==> src/hw/rpcs_pkg.sv <==
// Register map, field layout and reset values of the receiver PLL registers.
package rpcs_pkg;

   // ----------------------------------------------------------------
   // Bus geometry
   // ----------------------------------------------------------------
   localparam int          ADDR_W       = 8;
   localparam int          DATA_W       = 32;
   localparam int          IDX_W        = 6;
   localparam int          EVENT_W      = 2;

   // ----------------------------------------------------------------
   // Register indices; the byte address is four times the index
   // ----------------------------------------------------------------
   localparam logic [5:0]  IDX_CTRL     = 6'h0e;
   localparam logic [5:0]  IDX_CFG1     = 6'h0f;
   localparam logic [5:0]  IDX_CFG2     = 6'h10;
   localparam logic [5:0]  IDX_CFG3     = 6'h11;
   localparam logic [5:0]  IDX_DETECT   = 6'h12;
   localparam logic [5:0]  IDX_ISTAT    = 6'h30;
   localparam logic [5:0]  IDX_IMASK    = 6'h31;

   // ----------------------------------------------------------------
   // Field positions
   // ----------------------------------------------------------------
   localparam int          FREE_RUN_BIT = 4;
   localparam int          PDIV_LSB     = 4;
   localparam int          JHI_LSB      = 0;
   localparam int          JLO_LSB      = 6;
   localparam int          DHI_LSB      = 0;
   localparam int          COMP_BIT     = 0;
   localparam int          SURR_BIT     = 1;

   // ----------------------------------------------------------------
   // Values after reset
   // ----------------------------------------------------------------
   localparam logic [7:0]  RST_CTRL     = 8'h00;
   localparam logic [7:0]  RST_CFG1     = 8'h18;
   localparam logic [7:0]  RST_CFG2     = 8'h00;
   localparam logic [7:0]  RST_CFG3     = 8'h00;
   localparam logic [1:0]  RST_MASK     = 2'h0;
   localparam logic [1:0]  RST_STATUS   = 2'h0;

endpackage

==> src/hw/rpcs_sync.sv <==
// Two-flop synchroniser for a group of pin levels.
`timescale 1ns/1ps

module rpcs_sync #(
   parameter int WIDTH = 3
) (
   // Clock and reset.
   input  wire logic             clk,
   input  wire logic             srst,
   // Levels in and out.
   input  wire logic [WIDTH-1:0] pinIn,
   output wire logic [WIDTH-1:0] levelOut
);

   typedef struct packed {
      logic [WIDTH-1:0] stage1;
      logic [WIDTH-1:0] stage2;
   } rpcs_sync_type;

   rpcs_sync_type syncReg;
   rpcs_sync_type syncNext;

   // The first stage feeds only the second stage.
   always_comb begin
      syncNext.stage1 = pinIn;
      syncNext.stage2 = syncReg.stage1;
   end

   always_ff @(posedge clk) begin
      if (srst) begin
         syncReg <= '0;
      end else begin
         syncReg <= syncNext;
      end
   end

   assign levelOut = syncReg.stage2;

endmodule

==> src/hw/rpcs_event.sv <==
// Sticky event bits set on rising flags and cleared by writing ones.
`timescale 1ns/1ps

module rpcs_event
   import rpcs_pkg::*;
#(
   parameter int WIDTH = EVENT_W
) (
   // Clock and reset.
   input  wire logic             clk,
   input  wire logic             srst,
   // Flags and clear.
   input  wire logic [WIDTH-1:0] flagLevel,
   input  wire logic [WIDTH-1:0] clearBits,
   // Sticky status.
   output wire logic [WIDTH-1:0] eventStatus
);

   typedef struct packed {
      logic [WIDTH-1:0] prev;
      logic [WIDTH-1:0] status;
   } rpcs_event_type;

   rpcs_event_type evReg;
   rpcs_event_type evNext;

   // A new event in the clearing cycle survives the clear.
   always_comb begin
      evNext.prev   = flagLevel;
      evNext.status = (evReg.status & ~clearBits)
                    | (flagLevel & ~evReg.prev);
   end

   always_ff @(posedge clk) begin
      if (srst) begin
         evReg <= '0;
      end else begin
         evReg <= evNext;
      end
   end

   assign eventStatus = evReg.status;

endmodule

==> src/hw/rpcs_top.sv <==
// APB register bank for receiver PLL control and non-PCM detection.
`timescale 1ns/1ps

module rpcs_top
   import rpcs_pkg::*;
(
   // Clock and reset.
   input  wire logic              clk,
   input  wire logic              srst,
   // APB slave.
   input  wire logic              psel,
   input  wire logic              penable,
   input  wire logic              pwrite,
   input  wire logic [ADDR_W-1:0] paddr,
   input  wire logic [DATA_W-1:0] pwdata,
   output wire logic [DATA_W-1:0] prdata,
   output wire logic              pready,
   output wire logic              pslverr,
   // Detector and lock pins.
   input  wire logic              compDetect,
   input  wire logic              surroundDetect,
   input  wire logic              pllLocked,
   // Clock control outputs.
   output wire logic              recClkRun,
   output wire logic [3:0]        preDivider,
   output wire logic [5:0]        intMult,
   output wire logic [13:0]       fracMult,
   // Interrupt.
   output wire logic              irq
);

   // ----------------------------------------------------------------
   // State
   // ----------------------------------------------------------------
   typedef struct packed {
      logic [7:0]        ctrl;
      logic [7:0]        cfg1;
      logic [7:0]        cfg2;
      logic [7:0]        cfg3;
      logic [1:0]        mask;
      logic              ready;
      logic              err;
      logic [DATA_W-1:0] rdata;
      logic              clkRun;
      logic              irq;
   } rpcs_state_type;

   rpcs_state_type stateReg;
   rpcs_state_type stateNext;

   logic [2:0]         pinSync;
   logic [EVENT_W-1:0] eventStatus;
   logic [EVENT_W-1:0] clearBits;
   logic               accStart;
   logic               accDone;
   logic               wrDone;
   logic [1:0]         detectFlags;
   logic               lockSync;

   // ----------------------------------------------------------------
   // Address decoding
   // ----------------------------------------------------------------
   function automatic logic regHit(input logic [ADDR_W-1:0] addr,
                                   input logic [IDX_W-1:0]  idx);
      regHit = (addr[ADDR_W-1:2] == idx) && (addr[1:0] == 2'h0);
   endfunction

   function automatic logic isMapped(input logic [ADDR_W-1:0] addr);
      isMapped = regHit(addr, IDX_CTRL)  || regHit(addr, IDX_CFG1)
              || regHit(addr, IDX_CFG2)  || regHit(addr, IDX_CFG3)
              || regHit(addr, IDX_DETECT) || regHit(addr, IDX_ISTAT)
              || regHit(addr, IDX_IMASK);
   endfunction

   // ----------------------------------------------------------------
   // Pin synchronisation and event capture
   // ----------------------------------------------------------------
   rpcs_sync #(
      .WIDTH    (3)
   ) u_sync (
      .clk      (clk),
      .srst     (srst),
      .pinIn    ({pllLocked, surroundDetect, compDetect}),
      .levelOut (pinSync)
   );

   assign detectFlags = pinSync[1:0];
   assign lockSync    = pinSync[2];

   rpcs_event #(
      .WIDTH       (EVENT_W)
   ) u_event (
      .clk         (clk),
      .srst        (srst),
      .flagLevel   (detectFlags),
      .clearBits   (clearBits),
      .eventStatus (eventStatus)
   );

   // ----------------------------------------------------------------
   // Bus phases
   // ----------------------------------------------------------------
   // Every access takes one wait state; it completes on the second
   // access edge, when pready is already high.
   assign accStart  = psel && penable && !stateReg.ready;
   assign accDone   = psel && penable && stateReg.ready;
   assign wrDone    = accDone && pwrite;
   assign clearBits = (wrDone && regHit(paddr, IDX_ISTAT))
                    ? pwdata[EVENT_W-1:0] : '0;

   // ----------------------------------------------------------------
   // Read data
   // ----------------------------------------------------------------
   function automatic logic [DATA_W-1:0] readValue(
         input logic [ADDR_W-1:0] addr,
         input rpcs_state_type    st,
         input logic [1:0]        flags,
         input logic [1:0]        evs);
      logic [DATA_W-1:0] v;
      v = '0;
      if (regHit(addr, IDX_CTRL)) begin
         v[FREE_RUN_BIT] = st.ctrl[FREE_RUN_BIT];
      end
      if (regHit(addr, IDX_CFG1)) begin
         v[7:0] = st.cfg1;
      end
      if (regHit(addr, IDX_CFG2)) begin
         v[7:0] = st.cfg2;
      end
      if (regHit(addr, IDX_CFG3)) begin
         v[7:0] = st.cfg3;
      end
      if (regHit(addr, IDX_DETECT)) begin
         v[COMP_BIT] = flags[COMP_BIT];
         v[SURR_BIT] = flags[SURR_BIT];
      end
      if (regHit(addr, IDX_ISTAT)) begin
         v[1:0] = evs;
      end
      if (regHit(addr, IDX_IMASK)) begin
         v[1:0] = st.mask;
      end
      readValue = v;
   endfunction

   // ----------------------------------------------------------------
   // Next state
   // ----------------------------------------------------------------
   always_comb begin
      stateNext = stateReg;
      if (accStart) begin
         stateNext.ready = 1'b1;
         stateNext.err   = !isMapped(paddr);
         stateNext.rdata = pwrite ? '0
                         : readValue(paddr, stateReg, detectFlags,
                                     eventStatus);
      end
      if (accDone) begin
         stateNext.ready = 1'b0;
         stateNext.err   = 1'b0;
      end
      if (wrDone) begin
         if (regHit(paddr, IDX_CTRL)) begin
            stateNext.ctrl = pwdata[7:0] & (8'h01 << FREE_RUN_BIT);
         end
         if (regHit(paddr, IDX_CFG1)) begin
            stateNext.cfg1 = pwdata[7:0];
         end
         if (regHit(paddr, IDX_CFG2)) begin
            stateNext.cfg2 = pwdata[7:0];
         end
         if (regHit(paddr, IDX_CFG3)) begin
            stateNext.cfg3 = pwdata[7:0];
         end
         if (regHit(paddr, IDX_IMASK)) begin
            stateNext.mask = pwdata[1:0];
         end
         // The detection register has no storage, so a write is lost.
      end
      stateNext.clkRun = lockSync || stateReg.ctrl[FREE_RUN_BIT];
      stateNext.irq    = |(eventStatus & stateReg.mask);
   end

   always_ff @(posedge clk) begin
      if (srst) begin
         stateReg.ctrl   <= RST_CTRL;
         stateReg.cfg1   <= RST_CFG1;
         stateReg.cfg2   <= RST_CFG2;
         stateReg.cfg3   <= RST_CFG3;
         stateReg.mask   <= RST_MASK;
         stateReg.ready  <= 1'b0;
         stateReg.err    <= 1'b0;
         stateReg.rdata  <= '0;
         stateReg.clkRun <= 1'b0;
         stateReg.irq    <= 1'b0;
      end else begin
         stateReg <= stateNext;
      end
   end

   // ----------------------------------------------------------------
   // Outputs
   // ----------------------------------------------------------------
   assign prdata     = stateReg.rdata;
   assign pready     = stateReg.ready;
   assign pslverr    = stateReg.err;
   assign recClkRun  = stateReg.clkRun;
   assign irq        = stateReg.irq;
   assign preDivider = stateReg.cfg1[PDIV_LSB +: 4];
   assign intMult    = {stateReg.cfg1[JHI_LSB +: 4],
                        stateReg.cfg2[JLO_LSB +: 2]};
   assign fracMult   = {stateReg.cfg2[DHI_LSB +: 6],
                        stateReg.cfg3};
endmodule

==> config.mk <==
export PLATFORM = sky130hd
export DESIGN_NAME = rpcs_top
export DESIGN_NICKNAME = d
export VERILOG_FILES = /design/src/hw/rpcs_pkg.sv /design/src/hw/rpcs_sync.sv /design/src/hw/rpcs_event.sv /design/src/hw/rpcs_top.sv
export SDC_FILE = /design/constraint.sdc
export NUM_CORES = 1
export LEC_CHECK = 0
export BUFFER_PORTS_ARGS = -buffer_cell sky130_fd_sc_hd__buf_2
export CAP_MARGIN = 20
export CORE_AREA = 2 2 70 88
export DETAILED_ROUTE_END_ITERATION = 7
export DIE_AREA = 0 0 72 90
export PLACE_DENSITY = 0.87
export SETUP_SLACK_MARGIN = 0.1
export SLEW_MARGIN = 20
export SYNTH_ARGS = -nofsm -noshare
export SYNTH_HDL_FRONTEND = slang
export SYNTH_SLANG_ARGS = --single-unit
==> constraint.sdc <==
create_clock -name clk -period 2.2 [get_ports clk]
set_clock_uncertainty 0.15 [all_clocks]
set_input_delay 0.44 -clock clk [delete_from_list [all_inputs] [get_ports clk]]
set_output_delay 0.44 -clock clk [all_outputs]
set_load 0.1 [all_outputs]
==> flow_summary.ini, run 1 <==
[placement]
io_buffers = 59
dp_hpwl_um = 4260
place_congestion = 0.933
place_area_um2 = 2670
dp.cells = 390
place_ws_ns = 0.126

[setup_path]
cp-end-kind = register
arrival_ns = 1.87
crit_type = in -> reg
r2r_slack_ns = 0.53
critPathMaxFanout = 10
cp-start-kind = primary input
rr_worst_depth = 5
r2r-start = pready
worstReg2RegEnd = fracMult[9]
worstPathRequired_ns = 2.29

[synthesis]
synth_cell_types = 45
synthCells = 302
async_flop_share_pct = 0
synth-main-ff-cell = dfxtp_1
yosys_warnings = 0
synth_edf_count = 0
synth_area_per_cell_um2 = 8.66
synth.ff_latch_count = 49
syn_area_um2 = 2620
synth-seq-area-share_pct = 37.5

[route]
via_per_inst = 5.24
wirelength_um = 5720
final_antenna_net_count = 0
drt_first_pass_iters = 5
drt_iter0_drc = 138
routedWlPerCell_um = 14.4
vias = 2085
drc = 0

[sta]
fin_ws_ns = 0.422
hold_ws_ns = 0.191
tightest_slew_ns = 0.509
rsz0062_at_grt = false
hold_viol = 0
setup_tns_ns = 0
maxSlewViolCount = 0
post-route-period-util_pct = 80.8
relSlewSlack_pct = 65.9
clock.fmax_mhz = 562
setup_viol = 0
finalCriticalPeriod_ns = 1.78

[layout]
drive_above_1_share_pct = 26.5
diodes = 0
finalNonFillerCells = 398
num-nets-final = 379
final_common_cell = buf_2
area_growth_syn_to_layout_pct = 6.50
final_area_um2 = 2790
final_util_pct = 48.9
layout_common_cells = 59 x buf_2, 48 x dfxtp_1, 46 x nand2_1

[cts]
htree_levels = 2
cts_resized = 0
postCtsSetupBuffers = 0
clock_path_buffers = 2
cts-root-buf = clkbuf_8
numCtsBuffers = 5
insertion_delay_ns = 0.30
cts_tree = yes
hold_buffers = 0
cts_sinks = 49
clk_pin_slew_ns = 0.09

[floorplan]
die_area_um2 = 6480
initial_utilization_pct = 45.9
core_area_um2 = 5700
die_h_um = 90
pin_count = 108
num_rows = 31
chipWidth_um = 72

[job]
maxCapViolCount = 0

[global_route]
grt_pass1_vias = 1914
grt_pass1_wl_um = 9340
grt_util_all_layers_pct = 18.1
grt_overflow = 0
grt_max_degree = 23
grt_antenna_before_repair = 0

[power]
vdd.ir_drop.worst_mv = 0.333
power_density_nw_per_um2 = 682
total_power_mw = 1.90
power_leakage_nw = 1.26

[hold_path]
worstHoldEndpoint = u_sync.syncNext[2]
min_from = pllLocked
hold_depth = 2
hp-class = in -> reg

[outcome]
outcome = completed
==> Yosys cell counts, types with 2 or more instances <==
| cell | number | area share, % |
|---|---|---|
| a22o_1 | 4 | 1.3 |
| nor2b_1 | 12 | 2.9 |
| nor3b_1 | 4 | 1.1 |
| mux2i_1 | 10 | 3.8 |
| nand3_1 | 5 | 0.96 |
| a31oi_1 | 2 | 0.48 |
| a22oi_1 | 6 | 1.7 |
| buf_2 | 4 | 0.77 |
| dfxtp_1 | 49 | 37 |
| and4_1 | 2 | 0.67 |
| nand3b_1 | 2 | 0.57 |
| nor4b_4 | 3 | 2.7 |
| nand2_1 | 46 | 6.6 |
| a32oi_1 | 2 | 0.67 |
| o21ai_0 | 6 | 1.1 |
| and3_1 | 3 | 0.72 |
| nor3_1 | 3 | 0.57 |
| a211o_1 | 2 | 0.67 |
| clkbuf_1 | 7 | 1.0 |
| nand2b_1 | 3 | 0.72 |
| a21oi_1 | 23 | 4.4 |
| a21o_1 | 2 | 0.57 |
| buf_4 | 59 | 17 |
| o211ai_1 | 3 | 0.86 |
| o2bb2ai_1 | 4 | 1.3 |
| nor2_1 | 15 | 2.2 |
| inv_1 | 3 | 0.43 |
==> cell type report <==
class                      instances  area [µm²]
clock buffer                       6        82.6
clock inverter                     2        37.5
fill                             548        2920
inverter                           3        11.3
multi-input combinational        201        1200
sequential                        49         982
tap                               66        82.6
timing repair buffer              71         385
==> flip-flops by register name (all words and copies together), names as in the netlist <==
signal and count:
u_event.evReg 2, u_sync.syncNext 3, stateReg 3, u_event.eventStatus 2, pready 1, prdata 8
intMult 6, irq 1, u_sync.levelOut 3, fracMult 14, preDivider 4, pslverr 1
recClkRun 1
==> report_power, final <==
| group | leakage [nW] | switching, mW | total (mW) | internal (mW) |
|---|---|---|---|---|
| combinational | 0.804 | 0.277 | 0.328 | 0.0514 |
| sequential | 0.397 | 0.00524 | 0.903 | 0.897 |
| clock | 0.0574 | 0.301 | 0.670 | 0.370 |
==> cell families (layout without fill, tap and decap cells) <==
logic type	after synthesis	after routing	synth area share, %
flops	49	49	37.5
buf+inv	75	82	19.8
simple gates	106	106	23.1
mux	11	11	4.26
compound gates	60	60	15.2
other cells	1	24	0.143
==> per-layer routing <==
layer  vias to the layer above  routed length, µm  part of all wire (%)  track usage (%)
met5                         -                  0                     0                0
met4                         0                 96                   1.7             7.70
met3                         8                386                   6.7             4.93
met2                        87               2870                    50             29.8
met1                       975               2370                    41             21.8
li1                       1015                  -                     -                -
==> worst max-delay path, stage by stage <==
cell and delay [ns]:
buf_2 0.17, nor4b_4 0.53, and3_1 0.47, nand2_1 0.10, a21oi_1 0.15
==> worst max path at each step <==
stage                   from            end  slack [ns]  cells past startpoint
floorplan             pready     intMult[5]        0.24                      4
detailed placement  paddr[7]    fracMult[9]        0.13                      5
CTS                 paddr[7]    fracMult[9]        0.44                      5
global placement    paddr[3]  preDivider[1]        0.16                      6
finish              paddr[7]    fracMult[9]        0.42                      5
global route        paddr[7]    fracMult[9]        0.33                      5
No activity file was read; power rests on OpenSTA's default activity.
==> run 2, diff against run 1 <==
Clock period 2.2 ns to 1.7 ns, I/O delays scaled along.
==> flow_summary.ini, run 2 (synthesized netlist as in run 1, its figures left out) <==
[setup_path]
r2r-start = pready
cpPeakStageDelay_ns = 0.26
crit_end = prdata[3]
worstReg2RegEnd = intMult[4]
rr_worst_depth = 4
worstPathRequired_ns = 1.81
arrival_ns = 1.69
critPathLaunch = paddr[3]
crit_type = in -> reg
cp-start-kind = primary input
cp_slowest_cell = o2bb2ai_1
cpMostUsedCell = buf_4
cp-end-kind = register
r2r_slack_ns = 0.16
critPathMaxFanout = 6
cp_cell_sequence = buf_2 -> buf_12 -> nor4b_4 -> buf_4 -> buf_4 -> a22oi_1 -> o2bb2ai_1 -> a22o_1

[placement]
io_buffers = 59
dp_hpwl_um = 4530
place_congestion = 0.874
place_area_um2 = 2860
place_ws_ns = -0.154

[hold_path]
hp-class = in -> reg
hold_depth = 2

[route]
drc = 0
vias = 2176
via_per_inst = 5.19
drt_first_pass_iters = 5
final_antenna_net_count = 0
routedWlPerCell_um = 14.6
wirelength_um = 6100
drt_iter0_drc = 148

[power]
total_power_mw = 2.29
vdd.ir_drop.worst_mv = 0.361
power_leakage_nw = 1.35
power_density_nw_per_um2 = 755

[layout]
area_growth_syn_to_layout_pct = 16.2
final_util_pct = 53.3
final_common_cell = dfxtp_1
fillerInstances = 502
final-seq-area_um2 = 985
num-nets-final = 400
layout_common_cells = 48 x dfxtp_1, 46 x nand2_1, 45 x buf_4
multiInputGateArea_um2 = 1250
final_area_um2 = 3040
drive_above_1_share_pct = 31.7
largest_reg_flops = 14
diodes = 0

[sta]
setup_viol = 0
fin_ws_ns = 0.123
clock.fmax_mhz = 634
post-route-period-util_pct = 92.8
rsz0062_at_grt = false
hold_viol = 0
finalCriticalPeriod_ns = 1.58
maxSlewViolCount = 0

[global_route]
grt_overflow = 0
grt_antenna_before_repair = 0
grt_pass1_vias = 2086
grt_util_all_layers_pct = 19.1
grt_max_degree = 38
grt_pass1_wl_um = 9940

[cts]
cts_sinks = 49
htree_levels = 2
clk_pin_slew_ns = 0.09
numCtsBuffers = 5
cts_tree = yes
cts-root-buf = clkbuf_8
clock_path_buffers = 2
insertion_delay_ns = 0.31

[floorplan]
die_area_um2 = 6480
die_h_um = 90
num_rows = 31
initial_utilization_pct = 45.9
chipWidth_um = 72
pin_count = 108
core_area_um2 = 5700

[job]
maxCapViolCount = 0

[outcome]
outcome = completed
-- run 2: cell count changes in the layout (fill, tap and decap cells not counted), sizes merged --
cell,previous run,this run
bufinv,1,0
clkbuf,6,24
buf,71,75
-- run 2: worst max-delay path, delay by kind of cell --
| kind | cells | cell delay [ns] |
|---|---|---|
| AO/OA/AOI/OAI | 3 | 0.53 |
| buffers and inverters | 4 | 0.59 |
| AND/OR/NAND/NOR | 1 | 0.23 |
-- run 2: how the worst min path moves through the flow --
| stage | slack (ns) | startpoint | end |
|---|---|---|---|
| finish | 0.09 | pllLocked | u_sync.syncNext[2] |
| global route | 0.1 | pllLocked | u_sync.syncNext[2] |
| CTS | 0.09 | pllLocked | u_sync.syncNext[2] |
| detailed placement | 0.28 | u_sync.syncNext[0] | u_sync.levelOut[0] |
| global placement | 0.27 | u_sync.syncNext[1] | u_sync.levelOut[1] |
| floorplan | 0.26 | u_sync.levelOut[2] | recClkRun |
-- run 2: where the power goes --
| group | switching (mW) | internal, mW |
|---|---|---|
| registers | 0.00739 | 1.16 |
| logic | 0.368 | 0.0902 |
| clock network | 0.376 | 0.292 |
-- run 2: what timing repair did --
action                     4_1_cts  5_1_grt
pin swaps                        1        2
gates resized for setup         13       21
hold buffers                     0        0
hold endpoints to repair         0        0
buffers inserted                 0        1
cloned                           0        0
setup endpoints to repair       14       45
-- run 2: layout make-up --
type                       instances  share of cell area (%)
clock buffer                       7                    2.51
clock inverter                     1                   0.247
inverter                           3                   0.370
multi-input combinational        201                    41.0
sequential                        49                    32.4
tap                               66                    2.72
timing repair buffer              92                    20.7
-- run 2: per-layer routing --
| layer | up-vias | global-route usage [%] | part of all wire (%) |
|---|---|---|---|
| li1 | 1059 | - | - |
| met1 | 1015 | 22.6 | 41 |
| met2 | 85 | 33.2 | 51 |
| met3 | 17 | 3.25 | 5.1 |
| met4 | 0 | 8.18 | 2.6 |
| met5 | - | 0 | 0 |
-- run 2: metrics by stage --
stage / hold slack, ns / cells / setup TNS [ns]
after detailed placement: 0.281 / 410 / -1.99
after floorplan: 0.261 / 325 / 0
after global routing: 0.0990 / 419 / 0
final: 0.0907 / 419 / 0
after CTS: 0.0918 / 418 / 0
after global placement: 0.266 / 410 / -1.07
==> run 3, diff against run 2 <==
Settings changed: CELL_PAD_IN_SITES_DETAIL_PLACEMENT set to 1, CELL_PAD_IN_SITES_GLOBAL_PLACEMENT set to 2, CORE_AREA 2 2 70 88 to 2 2 92 116, CTS_CLUSTER_DIAMETER set to 120, DIE_AREA 0 0 72 90 to 0 0 94 118, PLACE_DENSITY 0.87 to 0.88.
==> flow_summary.ini, run 3 (synthesized netlist as in run 1, its figures left out) <==
[outcome]
outcome = completed

[floorplan]
chipWidth_um = 94
pin_count = 108
initial_utilization_pct = 26.2
core_area_um2 = 10000
die_h_um = 118
num_rows = 41
die_area_um2 = 11100

[cts]
cts_sinks = 49
cts_tree = yes
htree_levels = 2
insertion_delay_ns = 0.29
numCtsBuffers = 5
cts-root-buf = clkbuf_16
hold_buffers = 0
clock_path_buffers = 2
clk_pin_slew_ns = 0.06

[global_route]
grt_antenna_before_repair = 0
grt_overflow = 0
grt_pass1_wl_um = 11800
grt_util_all_layers_pct = 13.7
grt_pass1_vias = 2352
grt_max_degree = 25

[setup_path]
cp_cell_sequence = buf_2
worstPathRequired_ns = 1.21
crit_buf_inv = 1
critPathMaxFanout = 2
cp-end-kind = output port
crit_type = reg -> out
cp-start-kind = register
arrival_ns = 1.07
cpPeakStageDelay_ns = 0.44
cp_slowest_cell = buf_2
critPathTopFamily = buffers and inverters

[layout]
layout_common_cells = 59 x buf_4, 48 x dfxtp_1, 45 x nand2_1
largest_reg_flops = 14
final_common_cell = buf_4
diodes = 0
num-nets-final = 415
drive_above_1_share_pct = 35.9
finalNonFillerCells = 497
area_growth_syn_to_layout_pct = 26.4
final_util_pct = 33.0

[power]
power_density_nw_per_um2 = 849
vdd.ir_drop.worst_mv = 0.370
power_leakage_nw = 1.46

[sta]
finalCriticalPeriod_ns = 1.56
clock.fmax_mhz = 640
maxSlewViolCount = 0
rsz0062_at_grt = true
setup_viol = 0
hold_viol = 0
tightest_slew_ns = 0.518
relSlewSlack_pct = 65.7
post-route-period-util_pct = 91.9

[route]
routedWlPerCell_um = 15.0
wl_met1_um = 3090
final_antenna_net_count = 0
maxUsedRoutingLayer = met4
vias = 2255
drt_first_pass_iters = 4
drc = 0
via_per_inst = 4.54
drt_iter0_drc = 67
dr_wl_met2_um = 3810
wirelength_um = 7460
routed-wl-met3_um = 340

[placement]
io_buffers = 59
dp.cells = 486
dp_hpwl_um = 5900
place_congestion = 0.882

[job]
maxCapViolCount = 0

[hold_path]
hp-class = in -> reg
==> run 3: cell count changes in the layout (fill, tap and decap cells not counted), moves of 2 or more <==
| cell | before | now |
|---|---|---|
| clkbuf_8 | 5 | 1 |
| and4_4 | 0 | 2 |
| clkbuf_4 | 17 | 15 |
| buf_2 | 29 | 33 |
| buf_4 | 45 | 59 |
| clkbuf_16 | 0 | 5 |
==> run 3: metal layers <==
layer  GRT usage [%]  vias up
li1                -     1087
met1            16.0     1072
met2            23.8       77
met3            2.62       19
met4            5.80        0
met5               0        -
==> run 3: final timing paths <==
kind              slack [ns]               start                 end  cells after the start
setup / recovery        0.14           prdata[3]           prdata[3]                      1
hold / removal          0.11          compDetect  u_sync.syncNext[0]                      2
setup reg to reg        0.18              pready         fracMult[7]                      6
hold reg to reg         0.29  u_sync.syncNext[1]  u_sync.levelOut[1]                      1
==> run 3: cell type report <==
type	count	area (µm²)
Tap cell	129	161
Sequential cell	49	985
Clock buffer	7	143
Timing Repair Buffer	107	721
Fill cell	1211	6700
Multi-Input combinational cell	201	1250
Inverter	3	11.3
Clock inverter	1	30.0
==> run 3: where the power goes <==
group	switching (mW)	total, mW	leakage [nW]	internal (mW)
Clock	0.425	1.16	0.0841	0.736
Combinational	0.377	0.477	0.981	0.100
Sequential	0.00735	1.17	0.397	1.16
Total	0.810	2.81	1.46	2.00
==> run 3: metrics by stage <==
stage	worst slack, ns	hold slack [ns]	TNS [ns]	area (µm²)	power (mW)
5_1_grt	0.0728	0.133	0	3310	2.92
4_1_cts	0.0905	0.105	0	3220	2.83
2_1_floorplan	0.0591	0.261	0	2770	1.60
3_3_place_gp	-0.131	0.274	-2.24	3020	1.66
6_report	0.137	0.108	0	3310	2.81
3_5_place_dp	-0.154	0.274	-2.92	3020	1.66
==> run 3: what timing repair did <==
item	in CTS	in global routing
gates resized for setup	13	22
hold endpoints to repair	0	0
setup endpoints to repair	27	28
buffers inserted	0	3
gates cloned	0	0
pin swaps	0	4
